===== config.mk =====
export PLATFORM = sky130hd
export DESIGN_NAME = tpst_top
export DESIGN_NICKNAME = d
export VERILOG_FILES = /design/src/rtl/tpst_pkg.sv /design/src/rtl/tpst_top.sv
export VERILOG_INCLUDE_DIRS = /design/src /design/src/rtl
export SDC_FILE = /design/constraint.sdc
export NUM_CORES = 1
export LEC_CHECK = 0
export BUFFER_PORTS_ARGS = -buffer_cell sky130_fd_sc_hd__buf_2
export CORE_ASPECT_RATIO = 2
export CORE_MARGIN = 3
export CORE_UTILIZATION = 40
export CTS_CLUSTER_SIZE = 40
export DETAILED_ROUTE_END_ITERATION = 12
export GPL_TIMING_DRIVEN = 1
export PLACE_DENSITY_LB_ADDON = 0.1
export SLEW_MARGIN = 25
export SYNTH_ARGS = -nofsm -noshare
export SYNTH_HDL_FRONTEND = slang
export SYNTH_SLANG_ARGS = --single-unit

===== constraint.sdc =====
create_clock -name I_SYS_CLK -period 6.4 [get_ports I_SYS_CLK]
set_input_delay 1.28 -clock I_SYS_CLK [delete_from_list [all_inputs] [get_ports I_SYS_CLK]]
set_output_delay 1.28 -clock I_SYS_CLK [all_outputs]
set_load 0.1 [all_outputs]

===== src/rtl/tpst_map.svh =====
// constants for the terminal power-up self-test sequencer
`ifndef TPST_MAP_SVH
`define TPST_MAP_SVH
// led codes: per-test codes held on failure, all-on on pass, off at reset
`define TPST_LED_DISPATCH_ROM_FAIL   8'h10
`define TPST_LED_BANK_FAIL   4'h2
`define TPST_LED_SRAM_FAIL   8'h40
`define TPST_LED_DRAM_FAIL   8'h80
`define TPST_LED_ALL_ON      8'hFF
`define TPST_LED_OFF         8'h00
// per-indicator view bits
`define TPST_IND_CARRIER     8'h01
`define TPST_IND_DISP_AREA   8'h02
`define TPST_IND_INSERT      8'h04
`define TPST_IND_ALL_ON      8'hFF
// screen lines for result text
`define TPST_LINE_TEMP       5'h18
`define TPST_LINE_PERM       5'h19
// bank range, one to ten octal
`define TPST_BANK_FIRST      4'h1
`define TPST_BANK_LAST       4'h8
// short test time in milliseconds
`define TPST_SHORT_MS        10000
`define TPST_CLK_MHZ         200
`endif


===== src/rtl/tpst_pkg.sv =====
// types for the terminal power-up self-test sequencer
package tpst_pkg;
  // result message selector
  typedef enum logic [2:0] {
    TPST_MSG_NONE = 3'h0,
    TPST_MSG_PASS = 3'h1,
    TPST_MSG_ROM  = 3'h2,
    TPST_MSG_RAM  = 3'h3,
    TPST_MSG_DISPATCH_ROM = 3'h4
  } tpst_msg_t;

  // result message to the display generator
  typedef struct packed {
    logic       valid;
    logic [4:0] line;
    tpst_msg_t  msg;
    logic [3:0] bank;
  } tpst_scr_t;

  // one sub-test answer and the bank it is for
  typedef struct packed {
    logic       done;
    logic       fail;
    logic [3:0] bank;
  } tpst_res_t;
endpackage


===== src/rtl/tpst_top.sv =====
// terminal power-up and on-request self-test sequencer
`timescale 1ns/1ps
`include "tpst_map.svh"
// Overview of operation
// - after power-up, enter self-test before normal operation is allowed.
// - shift-lock up at power-up selects long mode until key is pressed.
// - shift-lock pressed switches to short mode, run once, about ten seconds.
// - after short test, leave self-test, home cursor, enable keyboard.
// - escape-sequence request starts the same self-test sequence.
// - dispatch rom, then rom bank, then static ram tests in order.
// - failure led codes 00010000, 0010BBBB with bank, 01000000.
// - stop at first error and hold the failing led indication.
// - control-rom-level failure goes to leds only, not screen.
// - pressing C after such failure shows the error on screen too.
// - per-indicator view lights carrier, bank leds, display area, insert.
// - then dynamic ram test; its failure shows octal 200 on leds.
// - full pass writes pass message on line 24, lights every led.
// - failure replaces pass message with rom bank, ram bank or dispatch rom.
// - result text temporary on line 24, permanent on line 25.
module tpst_top (
  // clock and reset
  input  wire logic               I_SYS_CLK,
  input  wire logic               I_RST_N,
  // keyboard
  input  wire logic               I_SHIFT_LOCK,
  input  wire logic               I_KEY_C,
  input  wire logic               I_ESC_SELFTEST,
  // sub-test engines
  output logic [3:0]              O_TEST_START,
  output logic [3:0]              O_TEST_BANK,
  output logic                    O_TEST_SHORT,
  input  wire tpst_pkg::tpst_res_t I_TEST_RES,
  // indicators and display
  output logic [7:0]              O_LED_CODE,
  output logic [7:0]              O_LED_IND,
  output tpst_pkg::tpst_scr_t     O_SCREEN,
  output logic                    O_CURSOR_HOME,
  output logic                    O_KBD_ENABLE,
  output logic                    O_IN_SELFTEST
);
  localparam int unsigned MS_CYC = `TPST_CLK_MHZ * 1000;
  localparam logic [35:0] SHORT_CYC = 36'(`TPST_SHORT_MS * MS_CYC);
  parameter logic [35:0] SHORT_LIMIT = SHORT_CYC;

  typedef enum logic [7:0] {
    ST_DISPATCH_ROM = 8'h01, ST_BANK = 8'h02, ST_SRAM = 8'h04, ST_DRAM = 8'h08,
    ST_PASS = 8'h10, ST_FAIL = 8'h20, ST_HOLD = 8'h40, ST_RUN  = 8'h80
  } tpst_state_t;

  tpst_state_t state_reg;
  logic        long_reg;
  logic [3:0]  bank_reg;
  logic        control_rom_level_fail_reg;
  logic        shown_reg;
  logic [35:0] timer_reg;
  tpst_pkg::tpst_msg_t msg_reg;

  // bank number onto the four status indicators
  function automatic logic [7:0] bank_ind(input logic [3:0] b);
    bank_ind = (b == `TPST_BANK_LAST) ? 8'h80 : {1'b0, b[2:0] + 3'h0, 4'h0};
  endfunction

  // start pulse for the test tied to a state
  function automatic logic [3:0] start_of(input tpst_state_t s);
    case (s)
      ST_DISPATCH_ROM: start_of = 4'h1;
      ST_BANK: start_of = 4'h2;
      ST_SRAM: start_of = 4'h4;
      ST_DRAM: start_of = 4'h8;
      default: start_of = 4'h0;
    endcase
  endfunction

  // sequencer
  always_ff @(posedge I_SYS_CLK or negedge I_RST_N) begin
    if (!I_RST_N) begin
      state_reg     <= ST_DISPATCH_ROM;
      bank_reg      <= `TPST_BANK_FIRST;
      control_rom_level_fail_reg <= 1'b0;
      msg_reg       <= tpst_pkg::TPST_MSG_NONE;
      long_reg      <= 1'b1;
    end else begin
      case (state_reg)
        ST_DISPATCH_ROM: begin
          if (I_TEST_RES.done) begin
            if (I_TEST_RES.fail) begin
              control_rom_level_fail_reg <= 1'b1;
              msg_reg       <= tpst_pkg::TPST_MSG_DISPATCH_ROM;
              state_reg     <= ST_FAIL;
            end else begin
              state_reg <= ST_BANK;
            end
          end
        end
        ST_BANK: begin
          if (I_TEST_RES.done) begin
            if (I_TEST_RES.fail) begin
              control_rom_level_fail_reg <= 1'b1;
              msg_reg       <= tpst_pkg::TPST_MSG_ROM;
              state_reg     <= ST_FAIL;
            end else if (bank_reg == `TPST_BANK_LAST) begin
              state_reg <= ST_SRAM;
            end else begin
              bank_reg <= bank_reg + 4'h1;
            end
          end
        end
        ST_SRAM: begin
          if (I_TEST_RES.done) begin
            if (I_TEST_RES.fail) begin
              control_rom_level_fail_reg <= 1'b1;
              msg_reg       <= tpst_pkg::TPST_MSG_RAM;
              state_reg     <= ST_FAIL;
            end else begin
              state_reg <= ST_DRAM;
            end
          end
        end
        ST_DRAM: begin
          if (I_TEST_RES.done) begin
            if (I_TEST_RES.fail) begin
              msg_reg   <= tpst_pkg::TPST_MSG_RAM;
              state_reg <= ST_FAIL;
            end else begin
              msg_reg   <= tpst_pkg::TPST_MSG_PASS;
              state_reg <= ST_PASS;
            end
          end
        end
        ST_PASS: begin
          if (!long_reg || I_SHIFT_LOCK) begin
            if (!long_reg) begin
              // lamp check stands until the short run time is used up
              if (timer_reg == SHORT_LIMIT) begin
                state_reg <= ST_RUN;
              end
            end else begin
              long_reg  <= 1'b0;
              bank_reg  <= `TPST_BANK_FIRST;
              state_reg <= ST_DISPATCH_ROM;
            end
          end else begin
            bank_reg  <= `TPST_BANK_FIRST;
            state_reg <= ST_DISPATCH_ROM;
          end
        end
        ST_FAIL: state_reg <= ST_HOLD;
        ST_HOLD: begin
          if (I_ESC_SELFTEST) begin
            control_rom_level_fail_reg <= 1'b0;
            bank_reg      <= `TPST_BANK_FIRST;
            long_reg      <= 1'b0;
            state_reg     <= ST_DISPATCH_ROM;
          end
        end
        ST_RUN: begin
          if (I_ESC_SELFTEST) begin
            control_rom_level_fail_reg <= 1'b0;
            bank_reg      <= `TPST_BANK_FIRST;
            long_reg      <= 1'b0;
            state_reg     <= ST_DISPATCH_ROM;
          end
        end
        default: state_reg <= ST_DISPATCH_ROM;
      endcase
    end
  end

  // short run length; restarts fresh after a held fault
  always_ff @(posedge I_SYS_CLK or negedge I_RST_N) begin
    if (!I_RST_N) begin
      timer_reg <= 36'h0;
    end else if (state_reg == ST_RUN || state_reg == ST_HOLD || long_reg) begin
      timer_reg <= 36'h0;
    end else if (timer_reg != SHORT_LIMIT) begin
      timer_reg <= timer_reg + 36'h1;
    end
  end

  // c key releases control-level error to screen
  always_ff @(posedge I_SYS_CLK or negedge I_RST_N) begin
    if (!I_RST_N) begin
      shown_reg <= 1'b0;
    end else if (state_reg != ST_HOLD) begin
      shown_reg <= 1'b0;
    end else if (I_KEY_C) begin
      shown_reg <= 1'b1;
    end
  end

  always_ff @(posedge I_SYS_CLK or negedge I_RST_N) begin
    if (!I_RST_N) begin
      O_LED_CODE <= `TPST_LED_OFF;
      O_LED_IND  <= `TPST_LED_OFF;
    end else begin
      case (state_reg)
        ST_DISPATCH_ROM: begin
          O_LED_CODE <= `TPST_LED_DISPATCH_ROM_FAIL;
          O_LED_IND  <= `TPST_IND_CARRIER;
        end
        ST_BANK: begin
          O_LED_CODE <= {`TPST_LED_BANK_FAIL, bank_reg};
          O_LED_IND  <= bank_ind(bank_reg);
        end
        ST_SRAM: begin
          O_LED_CODE <= `TPST_LED_SRAM_FAIL;
          O_LED_IND  <= `TPST_IND_DISP_AREA;
        end
        ST_DRAM: begin
          O_LED_CODE <= `TPST_LED_DRAM_FAIL;
          O_LED_IND  <= `TPST_IND_INSERT;
        end
        ST_PASS, ST_RUN: begin
          O_LED_CODE <= `TPST_LED_ALL_ON;
          O_LED_IND  <= `TPST_IND_ALL_ON;
        end
        default: begin
          O_LED_CODE <= O_LED_CODE;
          O_LED_IND  <= O_LED_IND;
        end
      endcase
    end
  end

  // screen result; line 24 first then line 25
  always_ff @(posedge I_SYS_CLK or negedge I_RST_N) begin
    if (!I_RST_N) begin
      O_SCREEN <= '0;
    end else begin
      O_SCREEN.bank <= bank_reg;
      O_SCREEN.msg  <= msg_reg;
      if ((state_reg == ST_HOLD && (!control_rom_level_fail_reg || shown_reg)) ||
          state_reg == ST_RUN) begin
        O_SCREEN.valid <= 1'b1;
        O_SCREEN.line  <= (O_SCREEN.valid) ? `TPST_LINE_PERM : `TPST_LINE_TEMP;
      end else if (state_reg == ST_PASS) begin
        O_SCREEN.valid <= 1'b1;
        O_SCREEN.line  <= `TPST_LINE_TEMP;
      end else begin
        O_SCREEN.valid <= 1'b0;
        O_SCREEN.line  <= `TPST_LINE_TEMP;
      end
    end
  end

  // test engine controls and mode outputs
  always_ff @(posedge I_SYS_CLK or negedge I_RST_N) begin
    if (!I_RST_N) begin
      O_TEST_START  <= 4'h0;
      O_TEST_BANK   <= 4'h0;
      O_TEST_SHORT  <= 1'b0;
      O_CURSOR_HOME <= 1'b0;
      O_KBD_ENABLE  <= 1'b0;
      O_IN_SELFTEST <= 1'b1;
    end else begin
      O_TEST_START  <= start_of(state_reg) & ~{4{I_TEST_RES.done}};
      O_TEST_BANK   <= bank_reg;
      O_TEST_SHORT  <= ~long_reg;
      O_CURSOR_HOME <= (state_reg == ST_PASS) && !long_reg && (timer_reg == SHORT_LIMIT);
      O_KBD_ENABLE  <= (state_reg == ST_RUN);
      O_IN_SELFTEST <= (state_reg != ST_RUN);
    end
  end
endmodule


======== After elaboration in Yosys (flattened, before gate mapping) ========
Cells that the tools add are included.
storage, ports and cells
  register bits ........................... 91
  latch bits .............................. 0
  bits in writable memories ............... 0
  ROM bits ................................ 0
  output and inout bits ................... 41
  memories ................................ 0
operators by class
  $add $sub $neg .......................... 2
  multipliers ............................. 0
  divide/modulo/power cells ............... 0
  order comparisons ....................... 0
  equality and inequality tests ........... 29
  shift-type cells ........................ 0
  multiplexer cells ....................... 47
  bitwise gates (word level) .............. 3
  reduce and logical (&&, ||, !) cells .... 25
operator list
  cell                   number
  $mux 8                 11
  $pmux 8 s5             2
  $mux 36                2
  $pmux 8 s7             1
  $add 36x1->36 const B  1
  $eq 36x31->1 const B   1
  $ne 36x31->1 const B   1
  $mux 6                 5
  $mux 4                 6
  $mux 3                 7
  $ne 2x2->1 const B     10
  $pmux 4 s4             1
  $pmux 3 s4             1
  $pmux 4 s3             1
  $eq 8x1->1 const B     1
  $eq 8x2->1 const B     1
  $eq 8x3->1 const B     1
  $eq 8x4->1 const B     1
  $eq 8x5->1 const B     1
  $eq 8x6->1 const B     1
  $eq 8x7->1 const B     1
  $eq 8x8->1 const B     1
  $ne 8x7->1 const B     1
  $ne 8x8->1 const B     1
  25 further kinds       46

======== Logic depth before layout (Yosys ltp) ========
Gate-level depths: netlist of run 1.
  word-level depth ........................ 5
  depth in mapped cells ................... 8
  depth with buffers taken out ............ 7

======== Worst setup path before layout of run 1 ========
No wires, ideal clock.
  kind .................................... register to output
  from .................................... reg O_LED_CODE[4] (netlist name)
  to ...................................... out O_LED_IND[0]
  arrival ................................. 1.340 ns
  slack ................................... 3.780 ns
  cell stages (with the launch flop) ...... 2
  path buffers ............................ 1
  path through ............................ dfrtp_1 -> buf_4
RTL lines
  item           RTL line        source
  end, declared  tpst_top.sv:35  output logic [7:0] O_LED_IND,

======== Final worst setup path of run 1 ========
  from .................................... reg O_IN_SELFTEST
  to ...................................... out O_IN_SELFTEST
RTL lines
  item                    RTL line         source
  start, declared         tpst_top.sv:39   output logic O_IN_SELFTEST
  start signal, assigned  tpst_top.sv:261  O_IN_SELFTEST <= (state_reg != ST_RUN);
No word-level cell between the ends.

==> results of run 1 <==
worst max path at each step:
stage	startpoint	end	slack [ps]	depth (start not counted)
6_report	O_IN_SELFTEST	O_IN_SELFTEST	3850	1
3_5_place_dp	I_TEST_RES[4]	state_reg[2]	3810	5
2_1_floorplan	O_LED_CODE[4]	O_LED_IND[0]	3780	1
3_3_place_gp	I_ESC_SELFTEST	state_reg[2]	3820	5
4_1_cts	O_IN_SELFTEST	O_IN_SELFTEST	3830	1
5_1_grt	timer_reg[0]	state_reg[2]	3720	7
layout make-up:
cell class | instances | area (um2)
fillers | 1004 | 5440
repair buffers | 48 | 254
well taps | 135 | 169
flip-flops and latches | 85 | 2130
clock buffers | 10 | 229
multi-input cells | 265 | 1790
clock inverters | 6 | 70.1
inverters | 16 | 60.1
metrics by stage:
step	total power [uW]	cells	worst slack, ps	utilization [%]	instance area, um2
after floorplan	1470	392	3780	-	4170
after global placement	1600	549	3820	43.4	4400
after detailed placement	1600	549	3810	43.4	4410
after CTS	2140	565	3830	46.4	4710
after global routing	2220	565	3720	46.4	4710
final	2110	565	3850	46.4	4710
cell families (layout without fill, tap and decap cells):
family	count (synthesis)	after routing
other	2	3
adder cells (fa/ha/maj)	4	4
flip-flops	85	85
buffers and inverters	42	80
AND/OR/NAND/NOR	166	166
AO/OA/AOI/OAI	51	51
XOR/XNOR	33	33
multiplexers	8	8
synthesized netlist by cell type, drive strengths merged:
cell,number,area share (%)
nand2,18,1.7
a31oi,4,0.75
nand3b,2,0.36
and4,3,0.63
o211a,1,0.24
nor3,12,2.0
conb,2,0.18
o31ai,2,0.36
clkbuf,4,0.36
a211oi,1,0.18
o32ai,2,0.42
dfstp,4,2.5
and2,4,0.60
inv,16,1.4
a211o,4,0.84
nor4,8,2.2
a32o,1,0.24
nor2,50,4.5
a22o,2,0.42
or2,3,0.45
ha,4,1.2
or3,7,1.1
mux2i,2,0.48
o211ai,2,0.69
o21ai,12,1.4
xor2,26,5.5
nor4b,2,0.42
o2111ai,1,0.21
nand4b,3,0.99
and3,9,1.4
or3b,1,0.21
nor4bb,1,0.24
a21oi,10,1.2
or4,5,0.99
xnor2,7,1.5
a21o,2,0.36
nand4,21,3.2
mux2,6,1.9
a221o,6,1.4
dfrtp,81,49
and4b,1,0.24
buf,22,4.1
o2111a,1,0.27
nand2b,4,0.66
nand3,12,1.4
metal layers:
layer | GRT usage (%) | part of all wire [%] | up-vias | wire, um
li1 | - | - | 1445 | -
met1 | 19.6 | 39 | 1511 | 3670
met2 | 31.7 | 56 | 43 | 5350
met3 | 3.11 | 2.6 | 14 | 248
met4 | 7.79 | 2.6 | 0 | 244
met5 | 0 | 0 | - | 0
power groups by stage:
stage / clock (uW) / sequential [uW] / combinational, uW
2_1_floorplan: 0 / 982 / 493
3_3_place_gp: 0 / 716 / 881
3_5_place_dp: 0 / 717 / 885
4_1_cts: 545 / 709 / 886
5_1_grt: 566 / 723 / 928
6_report: 535 / 709 / 871
==> impl_metrics.env, run 1 <==
export IMPL_outcome="finished clean"
export IMPL_ant_nets=0
export IMPL_cts_tree="yes"
export IMPL_post_route_min_period_ps=2550
export IMPL_critPathKind="register to output port"
export IMPL_drt_iter0_markers=144
export IMPL_rr_endpoint="state_reg[2]"
export IMPL_hold_slack_ps=382
export IMPL_min_from="msg_reg[0]"
export IMPL_io_pins=52
export IMPL_viasPerCell=5.33
export IMPL_rsz0062_at_grt="no"
export IMPL_worstPathMaxFanout=1
export IMPL_row_count=52
export IMPL_maxCapViolCount=0
export IMPL_reg2regPathDepth=7
export IMPL_antenna_found_initial=0
export IMPL_vias=3013
export IMPL_critical_path_top_delay_family="flip-flops"
export IMPL_wl_mm=9.51
export IMPL_cts_root_buffer="clkbuf_16"
export IMPL_tightest_slew_ps=853
export IMPL_netlist_area_um2=4170
export IMPL_synth_top_family_by_area="simple AND/OR/NAND/NOR gates"
export IMPL_max_slew_margin_rel_pct=42.7
export IMPL_cp_end_kind="output port"
export IMPL_grt_pass1_vias=3132
export IMPL_holdPathStages=0
export IMPL_drc_errors=0
export IMPL_final_common_cell="dfrtp_1"
export IMPL_ys_warn_count=0
export IMPL_switching_share_pct=46.6
export IMPL_cts_made_buffers=9
export IMPL_area_growth_pct=12.9
export IMPL_synth_compound_area_share_pct=9.07
export IMPL_max_stage_delay_ps=510
export IMPL_synth_simple_gate_area_share_pct=23.1
export IMPL_clk_pin_slew_worst_paths_ps=70
export IMPL_final_hold_viol_count=0
export IMPL_fmaxAchievable_mhz=392
export IMPL_die_w_um=78.2
export IMPL_cellPowerDensity_nw_per_um2=449
export IMPL_grt_pass1_wl_mm=16.0
export IMPL_postCtsSetupBuffers=0
export IMPL_avgRoutedWirePerCell_um=16.8
export IMPL_antennaDiodeCount=0
export IMPL_die_y_um=150
export IMPL_combPwrFrac_pct=41.2
export IMPL_numClockSinks=85
export IMPL_dr_pass1_iters=4
export IMPL_hpwlAfterDp_mm=6.66
export IMPL_clk_latency_ps=340
export IMPL_cts_max_path_buffers=2
export IMPL_fp_coreArea_um2=10100
export IMPL_grt_overflow_total=0
export IMPL_synthMuxAreaShare_pct=2.37
export IMPL_avgSynthCellArea_um2=10.7
export IMPL_cts_resized=0
export IMPL_ctsHoldBuffers=0
export IMPL_setup_violations=0
export IMPL_ys_ff_latch=85
export IMPL_fin_nets=440
export IMPL_setup_tns_ps=0
export IMPL_dieArea_um2=11800
export IMPL_report_final_slew_viol_count=0
export IMPL_synth_cells=391
export IMPL_cp_arrival_ps=1270
export IMPL_regToRegSetupSlack_ps=3950
export IMPL_layout_drive_gt1_share_pct=20.5
export IMPL_synthXorXnorAreaFrac_pct=6.93
export IMPL_period_share_pct=39.8
export IMPL_finClkSkew_ps=9.00
export IMPL_vdd_ir_drop_max_uv=395
export IMPL_layout_common_cells="dfrtp_1, nor2_1, buf_2"
export IMPL_largest_reg_flops=36
export IMPL_min_path_type="register to register"
export IMPL_critPathLaunchType="register"
export IMPL_grt_use_total_pct=17.4
export IMPL_power_leakage_uw=0.00222
export IMPL_synth_cell_types=61
export IMPL_io_buffers=45
export IMPL_path_buf_inv=1
export IMPL_p_int_uw=1130
export IMPL_grt_max_degree=86
export IMPL_synth_fa_ha_area_share_pct=1.20
export IMPL_p_switching_uw=986
export IMPL_timing_rr_start="timer_reg[0]"
export IMPL_crit_chain="buf_2"
export IMPL_p_seq_share_pct=33.5
export IMPL_start_util_pct=41.1
export IMPL_htreeDepth=3
export IMPL_hold_end="O_SCREEN[4]"
export IMPL_slowest_stage="dfstp_2"
export IMPL_clkPwrFrac_pct=25.3
export IMPL_crit_required_ps=5120
export IMPL_place_gp_congestion=0.844
export IMPL_synth_seq_area_share_pct=51.2
No activity file was read; power rests on OpenSTA's default activity.
==> inputs of run 2 (changes only) <==
==> constraint.sdc (replaced) <==
create_clock -name I_SYS_CLK -period 2.1 [get_ports I_SYS_CLK]
set_input_delay 0.42 -clock I_SYS_CLK [delete_from_list [all_inputs] [get_ports I_SYS_CLK]]
set_output_delay 0.42 -clock I_SYS_CLK [all_outputs]
set_load 0.1 [all_outputs]
==> impl_metrics.env, run 2 (synthesis results as in run 1) <==
export IMPL_min_path_type="input pin to asynchronous set/reset pin"
export IMPL_vdd_ir_drop_max_uv=1020
export IMPL_ctsHoldBuffers=0
export IMPL_ant_nets=0
export IMPL_combPwrFrac_pct=46.6
export IMPL_antennaDiodeCount=0
export IMPL_clk_pin_slew_worst_paths_ps=70
export IMPL_layout_drive_gt1_share_pct=30.1
export IMPL_p_switching_uw=3120
export IMPL_period_share_pct=99.2
export IMPL_final_common_cell="dfrtp_1"
export IMPL_drt_iter0_markers=146
export IMPL_cts_tree="yes"
export IMPL_die_w_um=78.2
export IMPL_dieArea_um2=11800
export IMPL_hpwlAfterDp_mm=7.62
export IMPL_outcome="finished clean"
export IMPL_drc_errors=0
export IMPL_vias=3249
export IMPL_power_leakage_uw=0.00249
export IMPL_rsz0062_at_grt="yes"
export IMPL_p_int_uw=3630
export IMPL_maxCapViolCount=0
export IMPL_layout_common_cells="dfrtp_1, nor2_1, buf_4"
export IMPL_cts_made_buffers=9
export IMPL_dr_pass1_iters=4
export IMPL_crit_chain="or4_4 -> nor4_4 -> buf_4 -> a31oi_4 -> o211ai_4 -> mux2_4"
export IMPL_grt_max_degree=37
export IMPL_worstPathMaxFanout=7
export IMPL_cts_max_path_buffers=2
export IMPL_area_growth_pct=24.0
export IMPL_critPathKind="register to register"
export IMPL_final_hold_viol_count=0
export IMPL_die_y_um=150
export IMPL_fin_nets=488
export IMPL_place_gp_congestion=0.868
export IMPL_io_pins=52
export IMPL_grt_use_total_pct=18.5
export IMPL_htreeDepth=3
export IMPL_fmaxAchievable_mhz=480
export IMPL_max_stage_delay_ps=630
export IMPL_avgRoutedWirePerCell_um=16.8
export IMPL_crit_required_ps=2330
export IMPL_row_count=52
export IMPL_viasPerCell=5.30
export IMPL_switching_share_pct=46.2
export IMPL_stdcell_count=613
export IMPL_grt_overflow_total=0
export IMPL_finClkSkew_ps=7.86
export IMPL_clkPwrFrac_pct=22.0
export IMPL_p_seq_share_pct=31.4
export IMPL_largest_reg_flops=36
export IMPL_placed_cells=589
export IMPL_report_final_slew_viol_count=0
export IMPL_cts_root_buffer="clkbuf_16"
export IMPL_antenna_found_initial=0
export IMPL_cellPowerDensity_nw_per_um2=1310
export IMPL_critPathLaunchType="register"
export IMPL_numClockSinks=85
export IMPL_fillers=967
export IMPL_post_route_min_period_ps=2080
export IMPL_io_buffers=45
export IMPL_postPlaceCellArea_um2=4750
export IMPL_stdcell_area_um2=5170
export IMPL_wl_mm=10.3
export IMPL_slowest_stage="or4_4"
export IMPL_fp_coreArea_um2=10100
export IMPL_cp_arrival_ps=2310
export IMPL_setup_tns_ps=0
export IMPL_start_util_pct=41.1
export IMPL_clk_latency_ps=340
export IMPL_setup_violations=0
export IMPL_cp_end_kind="register"
export IMPL_grt_pass1_vias=3466
export IMPL_grt_pass1_wl_mm=16.7
-- run 2: cell count changes in the layout (fill, tap and decap cells not counted), sizes merged --
cell / delta
buf: +48
clkinvlp: +1
clkinv: +1
bufinv: -1
inv: -1
-- run 2: cell type report --
type | count | area (um2) | area share [%]
Inverter | 16 | 60.1 | 1.16
Tap cell | 135 | 169 | 3.27
Clock inverter | 6 | 47.5 | 0.920
Multi-Input combinational cell | 265 | 1860 | 36.0
Clock buffer | 10 | 229 | 4.43
Sequential cell | 85 | 2130 | 41.3
Timing Repair Buffer | 96 | 668 | 12.9
-- run 2: power groups by stage --
stage | clock [uW] | combinational (uW) | sequential (uW)
floorplan | 0 | 1510 | 2990
global placement | 0 | 2940 | 2130
detailed placement | 0 | 2960 | 2140
CTS | 1530 | 3020 | 2110
global route | 1590 | 3330 | 2160
finish | 1490 | 3150 | 2120
-- run 2: final timing paths --
| path | from | to | slack [ps] | depth (start not counted) |
|---|---|---|---|---|
| setup / recovery | state_reg[3] | state_reg[2] | 20 | 6 |
| hold / removal | I_RST_N | bank_reg[2] | 30 | 1 |
| setup reg to reg | state_reg[3] | state_reg[2] | 20 | 6 |
| hold reg to reg | msg_reg[2] | O_SCREEN[6] | 380 | 0 |
| max in group asynchronous | I_RST_N | state_reg[0] | 1490 | 2 |
| min in group I_SYS_CLK | I_ESC_SELFTEST | control_rom_level_fail_reg | 300 | 2 |
-- run 2: metrics by stage --
stage / hold slack [ps] / setup slack, ps / util, % / power (uW)
finish: 28.6 / 16.9 / 50.9 / 6760
global route: 46.5 / -41.7 / 50.9 / 7070
CTS: 33.1 / -15.0 / 50.0 / 6670
detailed placement: 363 / -19.5 / 46.8 / 5100
global placement: 357 / 25.4 / 46.8 / 5070
floorplan: 124 / -10.0 / - / 4500
-- run 2: critical path: cells and delay by family, from the launching register on --
family / cells / cell delay [ps]
AO/OA/AOI/OAI: 2 / 200
flip-flops: 1 / 390
AND/OR/NAND/NOR: 2 / 870
buffers and inverters: 1 / 180
multiplexers: 1 / 330
-- run 2: routing by layer --
| metal | GRT usage [%] | vias up | routed length (um) |
|---|---|---|---|
| li1 | - | 1541 | - |
| met1 | 17.5 | 1611 | 3670 |
| met2 | 36.0 | 66 | 5900 |
| met3 | 3.29 | 31 | 276 |
| met4 | 10.8 | 0 | 472 |
| met5 | 0 | - | 0 |
-- run 2: timing repair --
item	4_1_cts	5_1_grt
pin swaps	4	6
buffers inserted	6	2
setup endpoints to repair	2	17
resized for setup	1	13
==> inputs of run 3 (changes only) <==
--- a/config.mk
+++ b/config.mk
@@ -14,6 +14,7 @@
 export DETAILED_ROUTE_END_ITERATION = 12
 export GPL_TIMING_DRIVEN = 1
 export PLACE_DENSITY_LB_ADDON = 0.1
+export RECOVER_POWER = 50
 export SLEW_MARGIN = 25
 export SYNTH_ARGS = -nofsm -noshare
 export SYNTH_HDL_FRONTEND = slang
==> impl_metrics.env, run 3 (synthesis results as in run 1) <==
export IMPL_die_y_um=150
export IMPL_maxCapViolCount=1
export IMPL_ctsHoldBuffers=0
export IMPL_cellPowerDensity_nw_per_um2=1310
export IMPL_cts_made_buffers=9
export IMPL_clk_pin_slew_worst_paths_ps=70
export IMPL_min_path_type="input pin to register"
export IMPL_dr_pass1_iters=4
export IMPL_drc_errors=0
export IMPL_largest_reg_flops=36
export IMPL_report_final_slew_viol_count=32
export IMPL_antenna_found_initial=0
export IMPL_critPathLaunchType="register"
export IMPL_avgRoutedWirePerCell_um=16.8
export IMPL_area_growth_pct=23.6
export IMPL_cts_tree="yes"
export IMPL_clk_latency_ps=340
export IMPL_place_gp_congestion=0.868
export IMPL_violations="max-capacitance violations, max-slew violations"
export IMPL_io_pins=52
export IMPL_stdcell_count=613
export IMPL_combPwrFrac_pct=46.5
export IMPL_seq_area_um2=2130
export IMPL_grt_use_total_pct=18.5
export IMPL_cp_arrival_ps=2310
export IMPL_numClockSinks=85
export IMPL_p_int_uw=3620
export IMPL_critical_path_top_delay_family="simple AND/OR/NAND/NOR gates"
export IMPL_final_common_cell="dfrtp_1"
export IMPL_tightest_slew_ps=1840
export IMPL_rsz0062_at_grt="yes"
export IMPL_fin_nets=488
export IMPL_period_share_pct=99.2
export IMPL_min_from="I_ESC_SELFTEST"
export IMPL_cts_root_buffer="clkbuf_16"
export IMPL_viasPerCell=5.31
export IMPL_switching_share_pct=46.3
export IMPL_vdd_ir_drop_max_uv=1020
export IMPL_layout_drive_gt1_share_pct=29.5
export IMPL_htreeDepth=3
export IMPL_ant_nets=0
export IMPL_setup_violations=0
export IMPL_crit_chain="or4_4 -> nor4_4 -> buf_4 -> a31oi_4 -> o211ai_4 -> mux2_4"
export IMPL_fillers=969
export IMPL_vias=3252
export IMPL_p_switching_uw=3120
export IMPL_crit_start="state_reg[3]"
export IMPL_row_count=52
export IMPL_io_buffers=45
export IMPL_worstPathMaxFanout=7
export IMPL_finClkSkew_ps=7.75
export IMPL_critPathKind="register to register"
export IMPL_start_util_pct=41.1
export IMPL_path_buf_inv=1
export IMPL_antennaDiodeCount=0
export IMPL_drt_iter0_markers=150
export IMPL_slowest_stage="or4_4"
export IMPL_max_stage_delay_ps=630
export IMPL_power_leakage_uw=0.00248
export IMPL_cp_end_kind="register"
export IMPL_fmaxAchievable_mhz=480
export IMPL_die_w_um=78.2
export IMPL_p_seq_share_pct=31.4
export IMPL_placed_cells=589
export IMPL_hpwlAfterDp_mm=7.62
export IMPL_clkPwrFrac_pct=22.0
export IMPL_dieArea_um2=11800
export IMPL_cts_max_path_buffers=2
export IMPL_timing_rr_start="state_reg[3]"
export IMPL_crit_required_ps=2330
export IMPL_final_hold_viol_count=0
export IMPL_post_route_min_period_ps=2080
export IMPL_grt_overflow_total=0
export IMPL_max_slew_margin_rel_pct=-23.0
export IMPL_wl_mm=10.3
export IMPL_grt_pass1_wl_mm=16.7
export IMPL_post_route_util_pct=50.8
export IMPL_layout_common_cells="dfrtp_1, nor2_1, buf_4"
export IMPL_multiInputGateArea_um2=1860
export IMPL_setup_tns_ps=0
export IMPL_fp_coreArea_um2=10100
export IMPL_grt_max_degree=37
export IMPL_grt_pass1_vias=3466
export IMPL_outcome="complete, but fails checks"
run 3: power by group through the flow:
stage | combinational [uW] | clock (uW) | sequential, uW
after detailed placement | 2960 | 0 | 2140
final | 3140 | 1490 | 2120
after CTS | 3020 | 1530 | 2110
after global placement | 2940 | 0 | 2130
after floorplan | 1510 | 0 | 2990
after global routing | 3320 | 1590 | 2150
run 3: worst reg2reg max path, cell delays in order, from the launching register on:
cell and delay [ps]:
dfrtp_1 390, or4_4 630, nor4_4 240, buf_4 180
a31oi_4 40, o211ai_4 160, mux2_4 330
run 3: layout make-up:
type	count	share of cell area (%)
tap	135	3.28
clock inverter	6	0.923
multi-input combinational	265	36.1
timing repair buffer	96	12.7
inverter	16	1.17
sequential	85	41.4
clock buffer	10	4.44
run 3: worst paths after layout:
kind	slack [ps]	cells after the start	end
max	20	6	state_reg[2]
min	300	2	control_rom_level_fail_reg
max reg2reg	20	6	state_reg[2]
min reg2reg	380	0	O_SCREEN[6]
max in group asynchronous	300	2	O_LED_IND[2]
min in group asynchronous	580	1	bank_reg[2]
run 3: per-layer routing:
| layer | routed length, um | part of all wire [%] | global-route usage, % | vias up |
|---|---|---|---|---|
| met5 | 0 | 0 | 0 | - |
| li1 | - | - | - | 1542 |
| met2 | 5900 | 57 | 36.0 | 64 |
| met1 | 3700 | 36 | 17.5 | 1617 |
| met4 | 462 | 4.5 | 10.8 | 0 |
| met3 | 263 | 2.5 | 3.29 | 29 |
run 3: what timing repair did:
| action | CTS | global route |
|---|---|---|
| setup buffers | 6 | 2 |
| gates resized for setup | 1 | 13 |
| setup endpoints to repair | 2 | 17 |
| pin swaps | 4 | 6 |
| endpoints found under the hold margin | 0 | 0 |
| cloned | 0 | 0 |
run 3: stage by stage:
step           setup slack [ps]  hold slack (ps)  power, uW  area (um2)
3_3_place_gp               25.4              357       5070        4750
5_1_grt                   -41.7              299       7060        5150
2_1_floorplan             -10.0              124       4500        4180
4_1_cts                   -15.0             33.1       6670        5070
3_5_place_dp              -19.5              363       5100        4750
6_report                   17.0              301       6740        5150
